File: src/include/sdbc_consts.vh
`ifndef SDBC_CONSTS_VH
`define SDBC_CONSTS_VH
`define SDBC_OFS_SPEED_DETECT 8'h80
`define SDBC_OFS_REVERSAL     8'h82
`define SDBC_RESET_VALUE      32'h00000000
`define SDBC_CODE_RESERVED    16'hffff
`define SDBC_BIT_DETECT_EN    30
`define SDBC_BIT_BRAKE_EN     29
`define SDBC_BIT_COAST_EN     28
`define SDBC_BIT_REVERSAL_EN  27
`define SDBC_BIT_RESYNCHRONIZATION_ENABLE    26
`define SDBC_RESYNC_MSB       25
`define SDBC_RESYNC_LSB       22
`define SDBC_BIT_FET_SIDE     21
`define SDBC_BIT_EXIT_COND    20
`define SDBC_BRK_CUR_MSB      19
`define SDBC_BRK_CUR_LSB      17
`define SDBC_BRAKING_DURATION_MSB     16
`define SDBC_BRAKING_DURATION_LSB     13
`define SDBC_COAST_MSB        12
`define SDBC_COAST_LSB        9
`define SDBC_STILL_MSB        8
`define SDBC_STILL_LSB        6
`define SDBC_HANDOFF_MSB      5
`define SDBC_HANDOFF_LSB      2
`define SDBC_OL_CUR_MSB       1
`define SDBC_OL_CUR_LSB       0
`define SDBC_A1_MSB           30
`define SDBC_A1_LSB           27
`define SDBC_A2_MSB           26
`define SDBC_A2_LSB           23
`define SDBC_AB_CUR_MSB       22
`define SDBC_AB_CUR_LSB       20
`define SDBC_KP_MSB           19
`define SDBC_KP_LSB           10
`define SDBC_KI_MSB           9
`define SDBC_KI_LSB           0
`define SDBC_KP_FRAC_BITS     7
`define SDBC_KI_FRAC_BITS     9
`endif

File: src/design/sdbc_regs.v
`timescale 1ns/10ps
`default_nettype none
`include "sdbc_consts.vh"
// decoded outputs are fixed-point physical values:
// percent x10, amps x10000, ms, mV, Hz/s x100, gains as Q-format raw codes
module sdbc_regs (
  // clock and reset
  input  wire        SYS_CLK,
  input  wire        RST_B,
  // register access from the serial interface, same clock
  input  wire        REG_WR,
  input  wire        REG_RD,
  input  wire [7:0]  REG_ADDR,
  input  wire [31:0] REG_WDATA,
  output reg  [31:0] REG_RDATA,
  output reg         REG_RVALID,
  output reg         REG_ERR,
  // enables
  output reg         SPEED_DETECTION_ENABLE,
  output reg         BRAKING_ENABLE,
  output reg         COAST_ENABLE,
  output reg         REVERSAL_ENABLE,
  output reg         RESYNCHRONIZATION_ENABLE,
  // braking control
  output reg         BRAKE_HIGH_SIDES_ON,
  output reg         BRAKE_LOW_SIDES_ON,
  output reg         BRAKE_EXIT_USES_CURRENT,
  // decoded settings
  output reg  [9:0]  RESYNC_SPEED_PCT_X10,
  output reg  [15:0] BRAKE_EXIT_CURRENT_X10K,
  output reg  [15:0] BRAKE_DURATION_MS,
  output reg  [15:0] COAST_DURATION_MS,
  output reg  [10:0] STANDSTILL_BEMF_MV,
  output reg  [9:0]  HANDOFF_SPEED_PCT_X10,
  output reg  [15:0] OPENLOOP_CURRENT_X10K,
  output reg  [19:0] LINEAR_ACCEL_X100,
  output reg         LINEAR_ACCEL_INVALID,
  output reg  [19:0] QUAD_ACCEL_X100,
  output reg  [15:0] REGEN_CURRENT_X10K,
  output reg         REGEN_CURRENT_INVALID,
  output reg  [9:0]  REGEN_PROP_GAIN_Q7,
  output reg  [9:0]  REGEN_INTEGRAL_GAIN_Q9
);

  reg  [31:0] detect_reg;
  reg  [31:0] reversal_reg;
  wire        hit_detect   = (REG_ADDR == `SDBC_OFS_SPEED_DETECT);
  wire        hit_reversal = (REG_ADDR == `SDBC_OFS_REVERSAL);

  // register storage; reserved bit 31 is kept but drives nothing
  always @(posedge SYS_CLK or negedge RST_B) begin
    if (!RST_B) begin
      detect_reg   <= `SDBC_RESET_VALUE;
      reversal_reg <= `SDBC_RESET_VALUE;
    end else if (REG_WR) begin
      if (hit_detect)
        detect_reg <= REG_WDATA;
      if (hit_reversal)
        reversal_reg <= REG_WDATA;
    end
  end

  // read port; unmapped offsets return zero and flag an error
  always @(posedge SYS_CLK or negedge RST_B) begin
    if (!RST_B) begin
      REG_RDATA  <= 32'h00000000;
      REG_RVALID <= 1'b0;
      REG_ERR    <= 1'b0;
    end else begin
      REG_RVALID <= REG_RD;
      REG_ERR    <= (REG_RD | REG_WR) & ~(hit_detect | hit_reversal);
      if (REG_RD)
        REG_RDATA <= hit_detect ? detect_reg : (hit_reversal ? reversal_reg : 32'h00000000);
    end
  end

  // field extraction
  wire [3:0] f_resync  = detect_reg[`SDBC_RESYNC_MSB:`SDBC_RESYNC_LSB];
  wire [2:0] f_brkcur  = detect_reg[`SDBC_BRK_CUR_MSB:`SDBC_BRK_CUR_LSB];
  wire [3:0] f_brktime = detect_reg[`SDBC_BRAKING_DURATION_MSB:`SDBC_BRAKING_DURATION_LSB];
  wire [3:0] f_coast   = detect_reg[`SDBC_COAST_MSB:`SDBC_COAST_LSB];
  wire [2:0] f_still   = detect_reg[`SDBC_STILL_MSB:`SDBC_STILL_LSB];
  wire [3:0] f_handoff = detect_reg[`SDBC_HANDOFF_MSB:`SDBC_HANDOFF_LSB];
  wire [1:0] f_olcur   = detect_reg[`SDBC_OL_CUR_MSB:`SDBC_OL_CUR_LSB];
  wire [3:0] f_a1      = reversal_reg[`SDBC_A1_MSB:`SDBC_A1_LSB];
  wire [3:0] f_a2      = reversal_reg[`SDBC_A2_MSB:`SDBC_A2_LSB];
  wire [2:0] f_abcur   = reversal_reg[`SDBC_AB_CUR_MSB:`SDBC_AB_CUR_LSB];

  reg [9:0]  resync_next;
  reg [15:0] brkcur_next;
  reg [15:0] duration_next;
  reg [15:0] coast_next;
  reg [10:0] still_next;
  reg [9:0]  handoff_next;
  reg [15:0] olcur_next;
  reg [19:0] a1_next;
  reg [19:0] a2_next;
  reg [15:0] abcur_next;

  // 16-entry duration table, shared shape for brake and coast
  function [15:0] sdbc_duration_ms;
    input [3:0] code;
    begin
      case (code)
        4'h0: sdbc_duration_ms = 16'd10;
        4'h1: sdbc_duration_ms = 16'd50;
        4'h2: sdbc_duration_ms = 16'd100;
        4'h3: sdbc_duration_ms = 16'd200;
        4'h4: sdbc_duration_ms = 16'd300;
        4'h5: sdbc_duration_ms = 16'd400;
        4'h6: sdbc_duration_ms = 16'd500;
        4'h7: sdbc_duration_ms = 16'd750;
        4'h8: sdbc_duration_ms = 16'd1000;
        4'h9: sdbc_duration_ms = 16'd2000;
        4'ha: sdbc_duration_ms = 16'd3000;
        4'hb: sdbc_duration_ms = 16'd4000;
        4'hc: sdbc_duration_ms = 16'd5000;
        4'hd: sdbc_duration_ms = 16'd7500;
        4'he: sdbc_duration_ms = 16'd10000;
        default: sdbc_duration_ms = 16'd15000;
      endcase
    end
  endfunction

  // accel table shared by both coefficients except code 0 and e
  function [19:0] sdbc_accel_x100;
    input [3:0] code;
    begin
      case (code)
        4'h0: sdbc_accel_x100 = 20'd1;
        4'h1: sdbc_accel_x100 = 20'd5;
        4'h2: sdbc_accel_x100 = 20'd100;
        4'h3: sdbc_accel_x100 = 20'd250;
        4'h4: sdbc_accel_x100 = 20'd500;
        4'h5: sdbc_accel_x100 = 20'd1000;
        4'h6: sdbc_accel_x100 = 20'd2500;
        4'h7: sdbc_accel_x100 = 20'd5000;
        4'h8: sdbc_accel_x100 = 20'd7500;
        4'h9: sdbc_accel_x100 = 20'd10000;
        4'ha: sdbc_accel_x100 = 20'd25000;
        4'hb: sdbc_accel_x100 = 20'd50000;
        4'hc: sdbc_accel_x100 = 20'd75000;
        4'hd: sdbc_accel_x100 = 20'd100000;
        4'he: sdbc_accel_x100 = 20'd500000;
        default: sdbc_accel_x100 = 20'd1000000;
      endcase
    end
  endfunction

  always @* begin
    // 5% steps up to 60%, then 10% steps
    if (f_resync <= 4'hb)
      resync_next = {6'h00, f_resync} * 10'd50 + 10'd50;
    else
      resync_next = {6'h00, f_resync} * 10'd100 - 10'd500;
    case (f_brkcur)
      3'h0: brkcur_next = 16'd625;
      3'h1: brkcur_next = 16'd1250;
      3'h2: brkcur_next = 16'd1875;
      3'h3: brkcur_next = 16'd3125;
      3'h4: brkcur_next = 16'd6250;
      3'h5: brkcur_next = 16'd12500;
      3'h6: brkcur_next = 16'd25000;
      default: brkcur_next = 16'd50000;
    endcase
    duration_next = sdbc_duration_ms(f_brktime);
    coast_next    = sdbc_duration_ms(f_coast);
    case (f_still)
      3'h0: still_next = 11'd50;
      3'h1: still_next = 11'd75;
      3'h2: still_next = 11'd100;
      3'h3: still_next = 11'd250;
      3'h4: still_next = 11'd500;
      3'h5: still_next = 11'd750;
      3'h6: still_next = 11'd1000;
      default: still_next = 11'd1500;
    endcase
    case (f_handoff)
      4'h0: handoff_next = 10'd25;
      4'h1: handoff_next = 10'd50;
      4'h2: handoff_next = 10'd75;
      4'h3: handoff_next = 10'd100;
      4'h4: handoff_next = 10'd125;
      4'h5: handoff_next = 10'd150;
      4'h6: handoff_next = 10'd200;
      4'h7: handoff_next = 10'd250;
      4'h8: handoff_next = 10'd300;
      4'h9: handoff_next = 10'd400;
      4'ha: handoff_next = 10'd500;
      4'hb: handoff_next = 10'd600;
      4'hc: handoff_next = 10'd700;
      4'hd: handoff_next = 10'd800;
      4'he: handoff_next = 10'd900;
      default: handoff_next = 10'd1000;
    endcase
    case (f_olcur)
      2'h0: olcur_next = 16'd9375;
      2'h1: olcur_next = 16'd15625;
      2'h2: olcur_next = 16'd21875;
      default: olcur_next = 16'd31250;
    endcase
    // code e has no linear value; report zero and flag it
    a1_next = (f_a1 == 4'he) ? 20'd0 : sdbc_accel_x100(f_a1);
    a2_next = (f_a2 == 4'h0) ? 20'd0 : sdbc_accel_x100(f_a2);
    case (f_abcur)
      3'h0: abcur_next = 16'd3125;
      3'h1: abcur_next = 16'd6250;
      3'h2: abcur_next = 16'd12500;
      3'h3: abcur_next = 16'd18750;
      3'h4: abcur_next = 16'd25000;
      3'h5: abcur_next = 16'd31250;
      3'h6: abcur_next = 16'd37500;
      default: abcur_next = 16'd0;
    endcase
  end

  // outputs registered so the control loop never sees a decode glitch
  always @(posedge SYS_CLK or negedge RST_B) begin
    if (!RST_B) begin
      SPEED_DETECTION_ENABLE   <= 1'b0;
      BRAKING_ENABLE           <= 1'b0;
      COAST_ENABLE             <= 1'b0;
      REVERSAL_ENABLE          <= 1'b0;
      RESYNCHRONIZATION_ENABLE <= 1'b0;
      BRAKE_HIGH_SIDES_ON      <= 1'b0;
      BRAKE_LOW_SIDES_ON       <= 1'b0;
      BRAKE_EXIT_USES_CURRENT  <= 1'b0;
      RESYNC_SPEED_PCT_X10     <= 10'h000;
      BRAKE_EXIT_CURRENT_X10K  <= 16'h0000;
      BRAKE_DURATION_MS        <= 16'h0000;
      COAST_DURATION_MS        <= 16'h0000;
      STANDSTILL_BEMF_MV       <= 11'h000;
      HANDOFF_SPEED_PCT_X10    <= 10'h000;
      OPENLOOP_CURRENT_X10K    <= 16'h0000;
      LINEAR_ACCEL_X100        <= 20'h00000;
      LINEAR_ACCEL_INVALID     <= 1'b0;
      QUAD_ACCEL_X100          <= 20'h00000;
      REGEN_CURRENT_X10K       <= 16'h0000;
      REGEN_CURRENT_INVALID    <= 1'b0;
      REGEN_PROP_GAIN_Q7       <= 10'h000;
      REGEN_INTEGRAL_GAIN_Q9   <= 10'h000;
    end else begin
      SPEED_DETECTION_ENABLE   <= detect_reg[`SDBC_BIT_DETECT_EN];
      BRAKING_ENABLE           <= detect_reg[`SDBC_BIT_BRAKE_EN];
      COAST_ENABLE             <= detect_reg[`SDBC_BIT_COAST_EN];
      REVERSAL_ENABLE          <= detect_reg[`SDBC_BIT_REVERSAL_EN];
      RESYNCHRONIZATION_ENABLE <= detect_reg[`SDBC_BIT_RESYNCHRONIZATION_ENABLE];
      // sides only asserted while braking is enabled, never both
      BRAKE_HIGH_SIDES_ON <= detect_reg[`SDBC_BIT_BRAKE_EN] & ~detect_reg[`SDBC_BIT_FET_SIDE];
      BRAKE_LOW_SIDES_ON  <= detect_reg[`SDBC_BIT_BRAKE_EN] & detect_reg[`SDBC_BIT_FET_SIDE];
      BRAKE_EXIT_USES_CURRENT  <= detect_reg[`SDBC_BIT_EXIT_COND];
      RESYNC_SPEED_PCT_X10     <= resync_next;
      BRAKE_EXIT_CURRENT_X10K  <= brkcur_next;
      BRAKE_DURATION_MS        <= duration_next;
      COAST_DURATION_MS        <= coast_next;
      STANDSTILL_BEMF_MV       <= still_next;
      HANDOFF_SPEED_PCT_X10    <= handoff_next;
      OPENLOOP_CURRENT_X10K    <= olcur_next;
      LINEAR_ACCEL_X100        <= a1_next;
      LINEAR_ACCEL_INVALID     <= (f_a1 == 4'he);
      QUAD_ACCEL_X100          <= a2_next;
      REGEN_CURRENT_X10K       <= abcur_next;
      REGEN_CURRENT_INVALID    <= (f_abcur == 3'h7);
      REGEN_PROP_GAIN_Q7       <= reversal_reg[`SDBC_KP_MSB:`SDBC_KP_LSB];
      REGEN_INTEGRAL_GAIN_Q9   <= reversal_reg[`SDBC_KI_MSB:`SDBC_KI_LSB];
    end
  end

endmodule // sdbc_regs
`default_nettype wire

File: config.mk
export PLATFORM = sky130hd
export DESIGN_NAME = sdbc_regs
export DESIGN_NICKNAME = d
export VERILOG_FILES = /design/src/design/sdbc_regs.v
export VERILOG_INCLUDE_DIRS = /design/src /design/src/include
export SDC_FILE = /design/constraint.sdc
export NUM_CORES = 1
export LEC_CHECK = 0
export BUFFER_PORTS_ARGS = -buffer_cell sky130_fd_sc_hd__buf_2
export CORE_AREA = 4 4 156 158
export DETAILED_ROUTE_END_ITERATION = 12
export DIE_AREA = 0 0 160 162
export PLACE_DENSITY = 0.76
export SYNTH_ARGS = -nofsm -noshare
export SYNTH_HDL_FRONTEND = slang
export SYNTH_SLANG_ARGS = --single-unit
File: constraint.sdc
create_clock -name SYS_CLK -period 2.8 [get_ports SYS_CLK]
set_input_delay 0.56 -clock SYS_CLK [delete_from_list [all_inputs] [get_ports SYS_CLK]]
set_output_delay 0.56 -clock SYS_CLK [all_outputs]
set_load 0.02 [all_outputs]
; Yosys cells after proc, flatten, opt, wreduce, memory -nomap -nowiden
; Memories as Yosys holds them, arrays and structs flattened. A register that Yosys moved wholly into a read port is not among the register bits.
; Cells that the tools add are included.
[totals]
register_bits = 269
latchBits = 0
mem_bits_rw = 0
romBits = 1216
output_inout_bits = 215
wordCells = 86
n_memories = 5
[mem_list]
columns = name, words, width, read_ports, rd_clocked_by_memory_dff, wr, line
row1 = (no name shown), 16, 20, 1, 0, 0, sdbc_regs.v:129  ; case (code)
row2 = (no name shown), 16, 20, 1, 0, 0, sdbc_regs.v:129
row3 = (no name shown), 16, 13, 1, 1, 0, sdbc_regs.v:104  ; case (code)
row4 = (no name shown), 16, 13, 1, 1, 0, sdbc_regs.v:104
row5 = (no name shown), 16, 10, 1, 1, 0, sdbc_regs.v:178  ; case (f_handoff)
[classes]
add_sub_neg = 2
n_mul = 2
div_mod_pow = 0
n_lt_le_gt_ge = 1
eq_ne = 24
n_shift = 0
mux = 9
bitwise = 7
reduce_logical = 10
[op_table]
columns = cell, count
row1 = $pmux W16 S7, 2
row2 = $pmux W11 S7, 1
row3 = $mux W32, 2
row4 = $pmux W15 S3, 1
row5 = $mux W20, 2
row6 = $eq A3 B3 Y1 const B, 10
row7 = $eq A3 B2 Y1 const B, 6
row8 = $eq A8 B8 Y1 const B, 2
row9 = $add A10 B6 Y10 const B, 1
row10 = $mux W10, 1
row11 = $sub A10 B9 Y10 const B, 1
row12 = $eq A3 B1 Y1 const B, 3
row13 = $logic_not A3 Y1, 3
row14 = $mul A4 B5 Y9 const B, 1
row15 = $mul A4 B5 Y8 const B, 1
row16 = $eq A4 B4 Y1 const B, 1
row17 = $le A4 B4 Y1 const B, 1
row18 = $logic_not A4 Y1, 1
row19 = $reduce_and A2 Y1, 2
row20 = $and A1 B1 Y1, 3
row21 = $logic_not A1 Y1, 3
row22 = $eq A2 B1 Y1 const B, 1
row23 = $eq A2 B2 Y1 const B, 1
row24 = $logic_not A2 Y1, 1
row25 = other kinds (2), 4

; Depth between registers and ports, before layout
; Gate-level depths: netlist of run 1.
[logic_depth]
depth_word = 4
ltp_mapped = 10

; Worst setup path before layout of run 1
; OpenSTA, ideal clock, no wires.
[synth_path]
kind = flip-flop to flip-flop
from = reg detect_reg[22]
to = reg RESYNC_SPEED_PCT_X10[9]
setup_time_ps = 137
t_arrival_ps = 2454
path_slack_ps = 209
stages_incl_launch_ff = 9
path_buffers = 1
period_less_slack_ps = 2591
path_cell_list = dfrtp_1 > inv_1 > ha_1 > ha_1 > fa_1 > clkbuf_1 > or4b_1 > a21oi_1 > o32ai_1
[synth_between]
elab_chain_len = 3
elab_cells_between_ends = 6
classes_between = 2 x add/sub / 2 x mul / 1 x order compare / 1 x mux
[synth_rtl]
columns = element, line
row1 = from (decl), sdbc_regs.v:45  ; reg [31:0] detect_reg;
row2 = from (signal assigned), sdbc_regs.v:53  ; detect_reg <= `SDBC_RESET_VALUE;
row3 = $mul A4 B5 Y8 / $mul A4 B5 Y9 (equally long branches), "sdbc_regs.v:155, sdbc_regs.v:153"
row4 = $sub A10 B9 Y10 / $add A10 B6 Y10 (equally long branches), "sdbc_regs.v:155, sdbc_regs.v:153"
row5 = $mux W10 (*), sdbc_regs.v:152  ; if (f_resync <= 4'hb)
row6 = via resync_next[9], sdbc_regs.v:89  ; reg [9:0] resync_next;
row7 = to (signal assigned), sdbc_regs.v:252  ; RESYNC_SPEED_PCT_X10 <= resync_next;
row8 = to (decl), sdbc_regs.v:29  ; output reg [9:0] RESYNC_SPEED_PCT_X10,
; Mark *: on every way through the listed nets, which the timed path passes. The rest lies on a longest branch.
; A chain may end at the register's enable or synchronous reset.

; Worst setup path after layout of run 1
[layout_path]
from = reg detect_reg[23]
to = reg RESYNC_SPEED_PCT_X10[9]
; Same word-level chain as after synthesis.

==> impl_metrics.yaml, run 1 <==
placed_design:
  placement.io_buffers: 250
  gp_routability_congestion: 0.8695
  placed_cells: 1401
  dp.final_hpwl_mm: 17.50
  place_worst_setup_slack_ps: 160.0
finish:
  antennaDiodeCount: 0
  fill_cells: 1900
  area_of_combinational_cells_with_multiple_inputs_um2: 4013
  syn_to_layout_area_delta_pct: 20.79
  share_of_cells_above_drive_strength_1: 0.3394
  layout.cells.non_filler: 1451
  register_area_um2: 6608
  nets: 1237
synthesis:
  leading_cell_types_by_total_area_after_synthesis: "sky130_fd_sc_hd__dfrtp_1, sky130_fd_sc_hd__mux2_4, sky130_fd_sc_hd__ha_1"
  asyncSetResetFlopFracSynth: 1.000
  number_of_instances_in_the_synthesized_netlist: 907
  yosysTopAreaCellShare: 0.5953
  yosysMostFrequentCell: "sky130_fd_sc_hd__dfrtp_1"
  synth_ff_type: "sky130_fd_sc_hd__dfrtp_1"
  synth-edff-count: 0
  yosys_register_bits: 264
  synthDistinctLibCells: 57
  postSynthAreaPerCell_um2: 12.24
  synth_top_area_cell: "sky130_fd_sc_hd__dfrtp_1"
  yosys_warnings: 0
  synth_seq_area_share: 0.5953
  yosys-top-cells-count: "sky130_fd_sc_hd__dfrtp_1, sky130_fd_sc_hd__nor2_1, sky130_fd_sc_hd__a21oi_1"
  syn_area_um2: 11100
worst_setup_path:
  slowest_delay_ps: 560
  worst_path_max_delay_cell: "sky130_fd_sc_hd__or4b_1"
  setup.worst_path.class: "register to register"
  worstPathRequired_ps: 3200
  worstPathCellList: "inv_1 -> ha_1 -> ha_1 -> fa_1 -> xnor2_1 -> or4b_1 -> a21oi_1 -> o32ai_1"
  worstPathMaxFanout: 5
  most_common_cell_type_on_the_critical_path: "sky130_fd_sc_hd__ha_1"
  worst-endpoint-arrival_ps: 3040
  worst-path-buf-inv: 1
  critPathLaunchType: "register"
  critical_path.top_delay_family: "adder cells"
  timing.critical_path.to_type: "register"
route:
  routedWlPerCell_um: 17.39
  count_of_tritonroute_iterations_in_the_first_routing_pass: 6
  drc: 0
  ant_nets: 0
  viasPerCell: 5.184
  initialDrtViolationCount: 334
  routed_wl_mm: 25.23
  detailroute.via_count: 7522
cts:
  cts.path.max_buffers: 3
  clock_slew_at_reported_path_ffs_ps: 60
  cts_buffers: 27
  clk-insertion-delay-late_ps: 530
  clock_sink_count: 264
  postCtsSetupBuffers: 0
  cts_root_buffer: "sky130_fd_sc_hd__clkbuf_16"
  cts-htree-levels: 1
  tritoncts: "yes"
die:
  fp.dieH_um: 162
  std_cell_rows: 56
  die_area_um2: 25920
  fp.dieW_um: 160
  placeableCoreArea_um2: 23120
  num_io_pins: 259
  initial_utilization: 0.4800
power_and_ir_drop:
  p_per_area_nw_per_um2: 637.9
  power.total_uw: 8552
  clock_power_share: 0.395
  ir_drop_mv: 0.3905
  p_sw_uw: 2207
  leakage_uw: 0.007053
  power.internal_uw: 6345
  power.sequential.fraction: 0.490
  share_comb_of_total_power: 0.115
  switching_share: 0.2581
sta:
  setup_repair_after_global_routing_missed_its_margin: "false"
  fin_worst_skew_ps: 18.47
  worst_hold_slack_ps: 272.0
  timing_max_transition_violations_final: 0
  report.final.setup_viol: 0
  final_period_minus_worst_setup_slack_ps: 2648
  layout_setup_ws_ps: 151.7
  fmaxAchievable_ghz: 0.3776
  post-route-period-util: 0.9458
  relSlewSlack: 0.4715
  final_hold_viol_count: 0
  tightestPinTransition_ps: 792.8
  setup_tns_ps: 0
global_route:
  first_global_vias: 7627
  track_usage: 0.1904
  grt_start_max_net_pins: 78
  grt_antenna_before_repair: 1
  leftover_overflow_at_the_end_of_global_routing: 0
  grt_pass1_wl_mm: 40.49
job:
  max_cap_violations: 0
run_status:
  outcome: "finished, final reports clean"
min_path:
  min-delay-path-class: "primary input to register"
-- timing repair --
action / CTS / global route
gates resized for setup: 0 / 1
endpoints found under the setup margin: 0 / 1
hold buffers: 1 / 0
hold endpoints to repair: 57 / 0
-- cells in the final DEF, fill, tap and decap left out, types with 4 or more instances in the layout --
cell                        Yosys  final
sky130_fd_sc_hd__nand2_1       54     54
sky130_fd_sc_hd__mux2_2         8      8
sky130_fd_sc_hd__and3_1         6      6
sky130_fd_sc_hd__inv_1         37     37
sky130_fd_sc_hd__clkinv_2       0      6
sky130_fd_sc_hd__nor2b_1       13     13
sky130_fd_sc_hd__conb_1         1      8
sky130_fd_sc_hd__mux2i_1       10     10
sky130_fd_sc_hd__o21a_1         7      7
sky130_fd_sc_hd__ha_1          51     51
sky130_fd_sc_hd__xnor2_1        9      9
sky130_fd_sc_hd__and2_1         6      6
sky130_fd_sc_hd__a21oi_1       71     71
sky130_fd_sc_hd__a31oi_1        7      7
sky130_fd_sc_hd__buf_4         15     15
sky130_fd_sc_hd__nor2_1        88     88
sky130_fd_sc_hd__nand2b_1       8      8
sky130_fd_sc_hd__o21ai_0       31     31
sky130_fd_sc_hd__nand3_1        5      5
sky130_fd_sc_hd__a22oi_1       33     33
sky130_fd_sc_hd__clkbuf_1      41      9
sky130_fd_sc_hd__mux2_4        60     60
sky130_fd_sc_hd__dfrtp_1      264    263
sky130_fd_sc_hd__nor3_1         8      8
sky130_fd_sc_hd__a211oi_1       9      9
sky130_fd_sc_hd__xor2_1         4      4
sky130_fd_sc_hd__a21boi_0       4      4
sky130_fd_sc_hd__buf_2          6    249
sky130_fd_sc_hd__or2_2          7      7
sky130_fd_sc_hd__clkbuf_16      0     27
-- power by group through the flow --
stage / sequential, uW / clock (uW) / combinational, uW
global placement: 4250 / 0 / 966
global route: 4220 / 3640 / 1070
floorplan: 4420 / 0 / 413
CTS: 4190 / 3460 / 995
finish: 4190 / 3380 / 980
detailed placement: 4260 / 0 / 989
-- cells by family after synthesis --
group,after synthesis,synth area share
xor+xnor,13,0.01026
other cells,1,0.0003379
compound gates,183,0.1019
fa+ha+maj,52,0.05930
flops,264,0.5953
buf+inv,109,0.04667
simple gates,207,0.08794
mux,78,0.09831
-- final timing paths --
check	end	start	cells past startpoint	slack, ps
min in group asynchronous	REG_RDATA[7]	RST_B	2	560
hold / removal	detect_reg[17]	REG_WDATA[17]	2	270
hold reg to reg	REGEN_INTEGRAL_GAIN_Q9[3]	reversal_reg[3]	0	410
max in group asynchronous	detect_reg[23]	RST_B	3	1440
setup / recovery	RESYNC_SPEED_PCT_X10[9]	detect_reg[23]	8	150
setup reg to reg	RESYNC_SPEED_PCT_X10[9]	detect_reg[23]	8	150
-- cell type report --
cell class | instances | share of cell area
Tap cell | 290 | 0.02707
Inverter | 38 | 0.01064
Clock buffer | 39 | 0.05600
Clock inverter | 10 | 0.006347
Timing Repair Buffer | 269 | 0.1077
Multi-Input combinational cell | 541 | 0.2993
Sequential cell | 264 | 0.4929
-- layer usage --
| metal | track usage | wire length (um) | share of wire |
|---|---|---|---|
| met5 | 0 | 7 | 0.00028 |
| met4 | 0.05514 | 598 | 0.024 |
| met3 | 0.03629 | 1385 | 0.055 |
| met2 | 0.3241 | 12690 | 0.50 |
| met1 | 0.2515 | 10540 | 0.42 |
-- per-stage QoR --
step                utilization  cell area, um2
global placement         0.5431           12560
CTS                      0.5797           13400
floorplan                     -           11120
global route             0.5798           13410
detailed placement       0.5431           12560
finish                   0.5798           13410
Power figures use the tool's default switching activity.
==> run 2, diff against run 1 <==
- MAX_ROUTING_LAYER: default -> met4
==> run 2 against run 1 <==
- clock power about the same
- total power about the same
- sequential power hardly changed
- first-iteration DRC count rose by 6.6%
- die area is the same
- flip-flop and latch count stayed put
- non-clock buffer count stayed put
- clock-buffer cell count unchanged
- via count barely moved
- routed wire length is essentially flat
- global-route usage rose by 0.57 points
- critical path type unchanged
- largest cell class unchanged
- highest routed layer is now met4
==> impl_metrics.yaml, run 2 (synthesis results as in run 1) <==
route:
  viasPerCell: 5.179
  count_of_tritonroute_iterations_in_the_first_routing_pass: 4
  detailroute.via_count: 7520
  drc: 0
  initialDrtViolationCount: 356
  ant_nets: 0
  routed_wl_mm: 25.22
  routedWlPerCell_um: 17.37
finish:
  layout.cells.most_common: "sky130_fd_sc_hd__dfrtp_1"
  syn_to_layout_area_delta_pct: 20.81
  nets: 1237
  share_of_cells_above_drive_strength_1: 0.3394
  final_cell_mix: "sky130_fd_sc_hd__dfrtp_1, sky130_fd_sc_hd__buf_2, sky130_fd_sc_hd__nor2_1"
worst_setup_path:
  worst_r2r_end: "RESYNC_SPEED_PCT_X10[9]"
  reg2reg_setup_slack_ps: 170
  length_in_cells_of_the_worst_reg_to_reg_path: 8
  timing.critical_path.to_type: "register"
  worstPathRequired_ps: 3190
  endpoint: "RESYNC_SPEED_PCT_X10[9]"
  most_common_cell_type_on_the_critical_path: "sky130_fd_sc_hd__ha_1"
  worstPathMaxFanout: 5
  setup.worst_path.class: "register to register"
  worst_setup_path_startpoint: "detect_reg[23]"
  timing.critical_path.depth: 8
  worst-endpoint-arrival_ps: 3020
  worst_path_max_delay_cell: "sky130_fd_sc_hd__or4b_1"
  critical_path.top_delay_family: "adder cells"
  worst-path-buf-inv: 1
  worstPathCellList: "inv_1 -> ha_1 -> ha_1 -> fa_1 -> xnor2_1 -> or4b_1 -> a21oi_1 -> o32ai_1"
  slowest_delay_ps: 540
  critPathLaunchType: "register"
  startpoint_of_the_most_critical_register_to_register_path: "detect_reg[23]"
placed_design:
  placement.io_buffers: 250
  dp.final_hpwl_mm: 17.50
  gp_routability_congestion: 0.8848
  place_worst_setup_slack_ps: 160.0
die:
  fp.dieW_um: 160
  placeableCoreArea_um2: 23120
  die_area_um2: 25920
  num_io_pins: 259
  fp.dieH_um: 162
  std_cell_rows: 56
  initial_utilization: 0.4800
sta:
  post-route-period-util: 0.9378
  final_period_minus_worst_setup_slack_ps: 2626
  layout_setup_ws_ps: 174.3
  tightestPinTransition_ps: 787.0
  timing_max_transition_violations_final: 0
  fmaxAchievable_ghz: 0.3808
  setup_tns_ps: 0
  relSlewSlack: 0.4754
  final_hold_viol_count: 0
  report.final.setup_viol: 0
  fin_worst_skew_ps: 17.85
  setup_repair_after_global_routing_missed_its_margin: "false"
cts:
  clk-insertion-delay-late_ps: 530
  clock_sink_count: 264
  cts_buffers: 27
  clock_slew_at_reported_path_ffs_ps: 60
  tritoncts: "yes"
  cts_root_buffer: "sky130_fd_sc_hd__clkbuf_16"
  cts-htree-levels: 1
  cts.path.max_buffers: 3
power_and_ir_drop:
  switching_share: 0.2581
  share_comb_of_total_power: 0.115
  p_per_area_nw_per_um2: 637.8
  leakage_uw: 0.007053
  power.internal_uw: 6345
  p_sw_uw: 2207
  clock_power_share: 0.395
  power.sequential.fraction: 0.490
  ir_drop_mv: 0.3895
global_route:
  grt_start_max_net_pins: 78
  track_usage: 0.1960
  first_global_vias: 7624
  grt_pass1_wl_mm: 40.41
  grt_antenna_before_repair: 1
  leftover_overflow_at_the_end_of_global_routing: 0
run_status:
  outcome: "finished, final reports clean"
min_path:
  min-delay-path-class: "primary input to register"
job:
  max_cap_violations: 0
-- run 2: how the worst min path moves through the flow --
| stage | startpoint | end | slack (ps) | cells past startpoint |
|---|---|---|---|---|
| CTS | REG_WDATA[17] | detect_reg[17] | 250 | 2 |
| global placement | detect_reg[27] | REVERSAL_ENABLE | 390 | 0 |
| floorplan | RST_B | BRAKE_DURATION_MS[10] | 260 | 0 |
| finish | REG_WDATA[17] | detect_reg[17] | 270 | 2 |
| detailed placement | detect_reg[30] | SPEED_DETECTION_ENABLE | 390 | 0 |
| global route | REG_WDATA[29] | detect_reg[29] | 260 | 2 |
-- run 2: power by group through the flow --
stage | logic (uW) | registers [uW] | clock network (uW)
4_1_cts | 995 | 4190 | 3460
6_report | 980 | 4190 | 3380
3_3_place_gp | 966 | 4250 | 0
2_1_floorplan | 413 | 4420 | 0
3_5_place_dp | 989 | 4260 | 0
5_1_grt | 1070 | 4220 | 3640
-- run 2: stage by stage --
step / hold slack [ps] / cells / power, uW / utilization / instance area, um2
2_1_floorplan: 264.4 / 914 / 4832 / - / 11120
3_3_place_gp: 392.2 / 1401 / 5219 / 0.5431 / 12560
6_report: 273.5 / 1452 / 8552 / 0.5799 / 13410
3_5_place_dp: 390.5 / 1401 / 5247 / 0.5431 / 12560
4_1_cts: 246.9 / 1451 / 8650 / 0.5797 / 13400
5_1_grt: 257.6 / 1452 / 8934 / 0.5799 / 13410
-- run 2: cell type report --
| type | instances | area (um2) |
|---|---|---|
| diodes | 1 | 2.502 |
| clock buffers | 39 | 750.7 |
| clock inverters | 10 | 85.08 |
| fillers | 1900 | 9714 |
| inverters | 38 | 142.6 |
| multi-input cells | 541 | 4013 |
| flip-flops and latches | 264 | 6608 |
| well taps | 290 | 362.8 |
| repair buffers | 269 | 1444 |
-- run 2: metal layers --
| layer | wire length, um | part of all wire | vias to the layer above | GRT usage |
|---|---|---|---|---|
| met4 | 558 | 0.022 | 0 | 0.05475 |
| met3 | 1315 | 0.052 | 40 | 0.03324 |
| met5 | 0 | 0 | - | - |
| li1 | - | - | 3515 | - |
| met1 | 10620 | 0.42 | 3747 | 0.2534 |
| met2 | 12730 | 0.50 | 218 | 0.3243 |
-- run 2: repair_timing --
item,4_1_cts,5_1_grt
hold buffers,1,0
endpoints found under the setup margin,0,1
gates resized for setup,0,1
hold endpoints to repair,57,0
setup buffers,0,0
